### src/cssel_regs.vh
`ifndef CSSEL_REGS_VH
`define CSSEL_REGS_VH

// ==========================================
// Register offsets (word index on addr)
`define CSSEL_ADDR_W          4
`define CSSEL_DATA_W          16
`define CSSEL_OFS_FUNC        4'h0
`define CSSEL_OFS_SEL_A       4'h1
`define CSSEL_OFS_SEL_B       4'h2
`define CSSEL_OFS_SEL_C       4'h3
`define CSSEL_OFS_SPEED1      4'h4
`define CSSEL_OFS_SPEED7      4'hA
`define CSSEL_OFS_STATUS      4'hB

// ==========================================
// Function register fields
`define CSSEL_FUNC_MODE_BIT   0
`define CSSEL_FUNC_DIR_BIT    1
`define CSSEL_FUNC_RESET      16'h0001

// ==========================================
// Selector codes
`define CSSEL_CODE_W          8
`define CSSEL_CODE_OFF        8'h00
`define CSSEL_CODE_ON         8'h01
`define CSSEL_CODE_DI_FIRST   8'h02
`define CSSEL_CODE_DI_LAST    8'h06
`define CSSEL_CODE_SUP_FIRST  8'h18
`define CSSEL_CODE_SUP_LAST   8'h1D
`define CSSEL_CODE_ANY_TAG    2'h1
`define CSSEL_SEL_A_RESET     8'h04
`define CSSEL_SEL_B_MACRO     8'h05
`define CSSEL_SEL_C_RESET     8'h00

// ==========================================
// Preset speed reset values, rpm
`define CSSEL_SPEED1_RESET    16'h012C
`define CSSEL_SPEED2_RESET    16'h0258
`define CSSEL_SPEED3_RESET    16'h0384
`define CSSEL_SPEED4_RESET    16'h04B0
`define CSSEL_SPEED5_RESET    16'h05DC
`define CSSEL_SPEED6_RESET    16'h0960
`define CSSEL_SPEED7_RESET    16'h0000

`endif

### src/cssel_src_mux.v
`timescale 1ns/1ps
`include "cssel_regs.vh"

// ==========================================
// One source selector
module cssel_src_mux
(
	input  wire [7:0]  code,
	input  wire [4:0]  debounced_input_word,
	input  wire [5:0]  supervision_word,
	input  wire [63:0] any_bit_word,
	output reg         src
);

	reg [7:0] di_idx;
	reg [7:0] sup_idx;

	always @*
	begin
		di_idx = code - `CSSEL_CODE_DI_FIRST;
		sup_idx = code - `CSSEL_CODE_SUP_FIRST;
		src = 1'h0;
		if (code[7:6] == `CSSEL_CODE_ANY_TAG)
			src = any_bit_word[code[5:0]];
		else if (code == `CSSEL_CODE_OFF)
			src = 1'h0;
		else if (code == `CSSEL_CODE_ON)
			src = 1'h1;
		else if (code >= `CSSEL_CODE_DI_FIRST && code <= `CSSEL_CODE_DI_LAST)
			src = debounced_input_word[di_idx[2:0]];
		else if (code >= `CSSEL_CODE_SUP_FIRST && code <= `CSSEL_CODE_SUP_LAST)
			src = supervision_word[sup_idx[2:0]];
		else
			src = 1'h0;
	end

endmodule

### src/cssel_top.v
// Functional notes
// - Packed mode: sources a, b, c are index bits 0, 1, 2.
// - Code 0 is low, 1 is high, 2 is debounced input bit 0.
// - Codes 3 to 6 route debounced input bits 1 to 4.
// - Codes 24 to 29 route supervision bits 0 to 5.
// - Separate mode: selector b alone activates preset speed 2.
// - Packed mode: selector b only contributes index bit 1.
// - Selector b reset value comes from the chosen control macro.
// - Mode bit one is packed, seven speeds; zero is separate, three speeds.
// - Separate mode: lowest-numbered active source wins.
// - Direction enable: speed value multiplied by +1 forward, -1 reverse.
// - Output is stored speed of active preset, or none when inactive.
`timescale 1ns/1ps
`include "cssel_regs.vh"

module cssel_top
#(
	parameter [7:0] MACRO_SEL_B = `CSSEL_SEL_B_MACRO
)
(
	input  wire        clk,
	input  wire        rst_b,
	input  wire [3:0]  addr,
	input  wire [15:0] wdata,
	input  wire        wr,
	input  wire        rd,
	output reg  [15:0] rdata,
	input  wire [4:0]  debounced_input_word,
	input  wire [5:0]  supervision_word,
	input  wire [63:0] any_bit_word,
	input  wire        direction_reverse,
	output reg  [15:0] speed_out,
	output reg         speed_active,
	output reg  [2:0]  speed_index
);

	// ==========================================
	// Decoding
	function is_speed_addr;
		input [3:0] a;
		begin
			is_speed_addr = (a >= `CSSEL_OFS_SPEED1) && (a <= `CSSEL_OFS_SPEED7);
		end
	endfunction

	function [15:0] speed_reset;
		input [2:0] i;
		begin
			case (i)
				3'h0: speed_reset = `CSSEL_SPEED1_RESET;
				3'h1: speed_reset = `CSSEL_SPEED2_RESET;
				3'h2: speed_reset = `CSSEL_SPEED3_RESET;
				3'h3: speed_reset = `CSSEL_SPEED4_RESET;
				3'h4: speed_reset = `CSSEL_SPEED5_RESET;
				3'h5: speed_reset = `CSSEL_SPEED6_RESET;
				default: speed_reset = `CSSEL_SPEED7_RESET;
			endcase
		end
	endfunction

	// ==========================================
	// Configuration storage
	reg  [15:0] func_reg;
	reg  [7:0]  sel_code [0:2];
	reg  [15:0] speed_mem [0:6];
	wire [2:0]  src;
	wire [3:0]  speed_ofs;
	wire [2:0]  speed_slot;
	integer     k;

	assign speed_ofs = addr - `CSSEL_OFS_SPEED1;
	assign speed_slot = speed_ofs[2:0];

	always @(posedge clk)
	begin
		if (!rst_b)
		begin
			func_reg <= `CSSEL_FUNC_RESET;
			sel_code[0] <= `CSSEL_SEL_A_RESET;
			sel_code[1] <= MACRO_SEL_B;
			sel_code[2] <= `CSSEL_SEL_C_RESET;
			for (k = 0; k < 7; k = k + 1)
				speed_mem[k] <= speed_reset(k[2:0]);
		end
		else if (wr)
		begin
			case (addr)
				`CSSEL_OFS_FUNC:  func_reg <= wdata & 16'h0003;
				`CSSEL_OFS_SEL_A: sel_code[0] <= wdata[7:0];
				`CSSEL_OFS_SEL_B: sel_code[1] <= wdata[7:0];
				`CSSEL_OFS_SEL_C: sel_code[2] <= wdata[7:0];
				default:
				begin
					if (is_speed_addr(addr))
						speed_mem[speed_slot] <= wdata;
				end
			endcase
		end
	end

	// ==========================================
	// Source selectors
	genvar g;
	generate
		for (g = 0; g < 3; g = g + 1)
		begin : gen_sel
			cssel_src_mux u_mux
			(
				.code                 (sel_code[g]),
				.debounced_input_word (debounced_input_word),
				.supervision_word     (supervision_word),
				.any_bit_word         (any_bit_word),
				.src                  (src[g])
			);
		end
	endgenerate

	// ==========================================
	// Speed selection
	reg  [2:0]  next_speed_index;
	reg         next_speed_active;
	reg  [15:0] next_speed_out;
	reg  [15:0] chosen;
	wire        packed_mode;
	wire        dir_enable;

	assign packed_mode = func_reg[`CSSEL_FUNC_MODE_BIT];
	assign dir_enable = func_reg[`CSSEL_FUNC_DIR_BIT];

	always @*
	begin
		chosen = 16'h0000;
		next_speed_index = 3'h0;
		if (packed_mode)
			next_speed_index = {src[2], src[1], src[0]};
		else if (src[0])
			next_speed_index = 3'h1;
		else if (src[1])
			next_speed_index = 3'h2;
		else if (src[2])
			next_speed_index = 3'h3;
		else
			next_speed_index = 3'h0;
		next_speed_active = (next_speed_index != 3'h0);
		if (next_speed_active)
			chosen = speed_mem[next_speed_index - 3'h1];
		// Negating -32768 wraps back to itself; software should avoid that setting
		if (!next_speed_active)
			next_speed_out = 16'h0000;
		else if (dir_enable && direction_reverse)
			next_speed_out = 16'h0000 - chosen;
		else
			next_speed_out = chosen;
	end

	// Registered once per cycle so every source is re-sampled each clock
	always @(posedge clk)
	begin
		if (!rst_b)
		begin
			speed_out <= 16'h0000;
			speed_active <= 1'b0;
			speed_index <= 3'h0;
		end
		else
		begin
			speed_out <= next_speed_out;
			speed_active <= next_speed_active;
			speed_index <= next_speed_index;
		end
	end

	// ==========================================
	// Read port
	always @(posedge clk)
	begin
		if (!rst_b)
			rdata <= 16'h0000;
		else if (rd)
		begin
			case (addr)
				`CSSEL_OFS_FUNC:   rdata <= func_reg;
				`CSSEL_OFS_SEL_A:  rdata <= {8'h00, sel_code[0]};
				`CSSEL_OFS_SEL_B:  rdata <= {8'h00, sel_code[1]};
				`CSSEL_OFS_SEL_C:  rdata <= {8'h00, sel_code[2]};
				`CSSEL_OFS_STATUS: rdata <= {8'h00, src, speed_active, 1'h0, speed_index};
				default:
				begin
					if (is_speed_addr(addr))
						rdata <= speed_mem[speed_slot];
					else
						rdata <= 16'h0000;
				end
			endcase
		end
		else
			rdata <= 16'h0000;
	end

endmodule

### config.mk
export PLATFORM = sky130hd
export DESIGN_NAME = cssel_top
export DESIGN_NICKNAME = d
export VERILOG_FILES = /design/src/cssel_src_mux.v /design/src/cssel_top.v
export VERILOG_INCLUDE_DIRS = /design/src /design/src/src
export SDC_FILE = /design/constraint.sdc
export NUM_CORES = 1
export LEC_CHECK = 0
export BUFFER_PORTS_ARGS = -buffer_cell sky130_fd_sc_hd__buf_2
export CAP_MARGIN = 20
export CORE_UTILIZATION = 50
export CTS_CLUSTER_SIZE = 20
export DETAILED_ROUTE_END_ITERATION = 12
export GPL_TIMING_DRIVEN = 0
export PLACE_DENSITY = 0.81
export SLEW_MARGIN = 40
export SYNTH_ARGS = -nofsm -noshare
export SYNTH_HDL_FRONTEND = slang
export SYNTH_SLANG_ARGS = --single-unit
### constraint.sdc
create_clock -name clk -period 15 [get_ports clk]
set_input_delay 2.25 -clock clk [delete_from_list [all_inputs] [get_ports clk]]
set_output_delay 2.25 -clock clk [all_outputs]
set_load 0.02 [all_outputs]
==> impl_metrics.yaml <==
outcome:
  status: "complete, no violations"
timing:
  rsz0062_at_grt: "false"
  hold_viol: 0
  period_share: 0.585
  worstMarginPinSlew_ps: 870
  finalCriticalPeriod_ps: 8780
  max_freq_mhz: 114
  slew_headroom: 0.409
  fin_skew_ps: 14.6
  tns_ps: 0
  setup_violations: 0
  slew_violations: 0
  timing.hold.ws_ps: 527
  worst_slack_ps: 6220
logic_synthesis:
  async_reset_ff_frac: 0
  synth_top_area_frac: 0.364
  synth_edf_count: 136
  synth_cell_types: 61
  yosysSeqAreaShare: 0.460
  synth_ff_type: "edfxtp_1"
  synth_area_leader_cell: "edfxtp_1"
  mappedNetlistArea_sq_mm: 0.0112
  ys_warn_count: 0
  syn-instance-count: 959
  synth.avg_cell_area_sq_um: 11.7
  yosys_register_bits: 190
  synthTopCellsByArea: "edfxtp_1 (36%), mux4_2 (19%), dfxtp_1 (9.6%)"
clocking:
  post-cts-setup-buffers: 0
  clock_tree.root_cell: "clkbuf_16"
  cts-buffers-inserted: 17
  ctsResizeCount: 0
  htreeDepth: 4
  cts_tree: "built"
  cts_hold_buf: 0
  clock_sinks: 190
  clock_latency_ps: 460
  cts.path.max_buffers: 2
  clk_pin_slew_ps: 80
drt:
  first_pass_iters: 6
  ant_nets: 0
  wl_per_cell_um: 23.7
  num_vias: 9295
  routed_via_density: 6.54
  drtIter0Drc: 1365
  post-route-drc-count: 0
  routed_wl_um: 33700
critical_path:
  critPathMaxFanout: 11
  worst_setup_path_start_kind: "primary input"
  path_class: "in -> reg"
  crit_path_end_kind: "register"
  crit_required_ps: 15340
  cp.arrival_ps: 9120
die:
  ios: 136
  fp.dieW_um: 152
  core_sq_mm: 0.0219
  chipHeight_um: 152
  num_rows: 54
  die_area_sq_mm: 0.0231
  start_util: 0.513
cells_and_area:
  drive_gt1_frac: 0.270
  syn2layout_area_growth_pct: 15.1
  nets: 1236
  num-fill-cells: 1712
  fin_area_sq_mm: 0.0129
  utilization: 0.590
  reg.largest.list: "speed_mem x128, sel_code x24"
  top_register: "speed_mem"
  largest_register_ffs: 128
global_routing:
  grt_pass1_wl_um: 51400
  grt_max_degree: 19
  grt-ovfl-total: 0
  grt_pass1_vias: 9081
  grt.total_usage: 0.294
  antenna_found_initial: 3
power_and_ir_drop:
  powerDensity_mw_per_mm2: 107
  p_leak_nw: 4.89
  ir_drop_v: 0.0000666
place:
  postPlaceCellArea_sq_mm: 0.0123
  port_buffers: 134
  gp_congestion: 0.969
  pre_cts_ws_ps: 5890
  dpl.hpwl_um: 24500
hold_path:
  hold_path_class: "reg -> reg"
run:
  cap_violations: 0
Yosys cell counts, drive strengths merged, types with 26 or more instances:
master	n
a22oi	29
clkbuf	40
a21oi	40
nor2	138
nand2	70
and2	31
mux2i	56
o21ai	26
inv	32
edfxtp	136
mux4	95
dfxtp	54
routing by layer:
| layer | vias to the layer above | global-route usage | wire, um |
|---|---|---|---|
| met1 | 4383 | 0.397 | 12200 |
| met4 | 2 | 0.115 | 1110 |
| met3 | 115 | 0.0770 | 4890 |
| met2 | 820 | 0.454 | 15500 |
| met5 | - | 0 | 13 |
| li1 | 3975 | - | - |
kinds of logic after synthesis:
group                    synth area share
AND/OR/NAND/NOR                     0.141
flip-flops                          0.460
multiplexers                        0.253
AO/OA/AOI/OAI                      0.0891
buffers and inverters              0.0358
XOR/XNOR                           0.0109
adder cells (fa/ha/maj)            0.0100
other                            0.000334
where the power goes:
group	switching, mW	internal (mW)	total (mW)	leakage [nW]
sequential	0.0200	0.593	0.613	1.75
combinational	0.201	0.140	0.341	2.86
clock	0.214	0.217	0.432	0.269
total	0.435	0.951	1.39	4.89
placed cells by master, fill, tap and decap left out, drive strengths merged, types with 9 or more instances in the layout:
cell / instances
buf: 158
nor2: 138
edfxtp: 136
mux4: 95
nand2: 70
clkbuf: 57
mux2i: 56
dfxtp: 54
a21oi: 40
inv: 37
and2: 31
a22oi: 29
o21ai: 26
nand2b: 24
nand3: 22
nor3: 20
conb: 16
a211oi: 15
mux2: 12
nor2b: 11
xnor2: 9
ha: 9
worst paths after layout:
kind | start | to | slack [ps] | cells after the start
max | any_bit_word[11] | speed_out[12] | 6220 | 23
min reg2reg | speed_mem[6][5] | speed_mem[6][5] | 530 | 2
max reg2reg | sel_code[0][1] | speed_out[12] | 6810 | 27
min | speed_mem[6][5] | speed_mem[6][5] | 530 | 2
cell type report:
| type | count | area [sq um] | area share |
|---|---|---|---|
| Clock inverter | 15 | 135 | 0.0105 |
| Multi-Input combinational cell | 688 | 5770 | 0.446 |
| Inverter | 32 | 123 | 0.00949 |
| Buffer | 64 | 282 | 0.0218 |
| Sequential cell | 190 | 5160 | 0.400 |
| Antenna cell | 2 | 5.00 | 0.000387 |
| Clock buffer | 17 | 425 | 0.0329 |
| Tap cell | 280 | 350 | 0.0271 |
| Timing Repair Buffer | 134 | 671 | 0.0519 |
worst max-delay path, stage by stage:
cell and delay, ps:
buf_2 110, mux4_2 470, a221o_1 350, a21oi_1 140, nor4_1 90, or4_4 470
o31ai_4 410, inv_4 170, buf_2 280, buf_4 250, ha_1 300, clkbuf_1 450
clkbuf_1 650, clkbuf_1 550, mux4_2 580, a22oi_1 200, ha_1 210, inv_1 50
a221oi_2 240, nand4_1 240, o31ai_1 400, xnor2_1 160, nor2_1 50
per-stage QoR:
| stage | std cells | total power [mW] |
|---|---|---|
| after floorplan | 974 | 0.847 |
| after global placement | 1388 | 0.946 |
| after detailed placement | 1388 | 0.953 |
| after CTS | 1420 | 1.37 |
| after global routing | 1420 | 1.42 |
| final | 1422 | 1.39 |
Note: power is estimated with default switching activity, not from simulation.
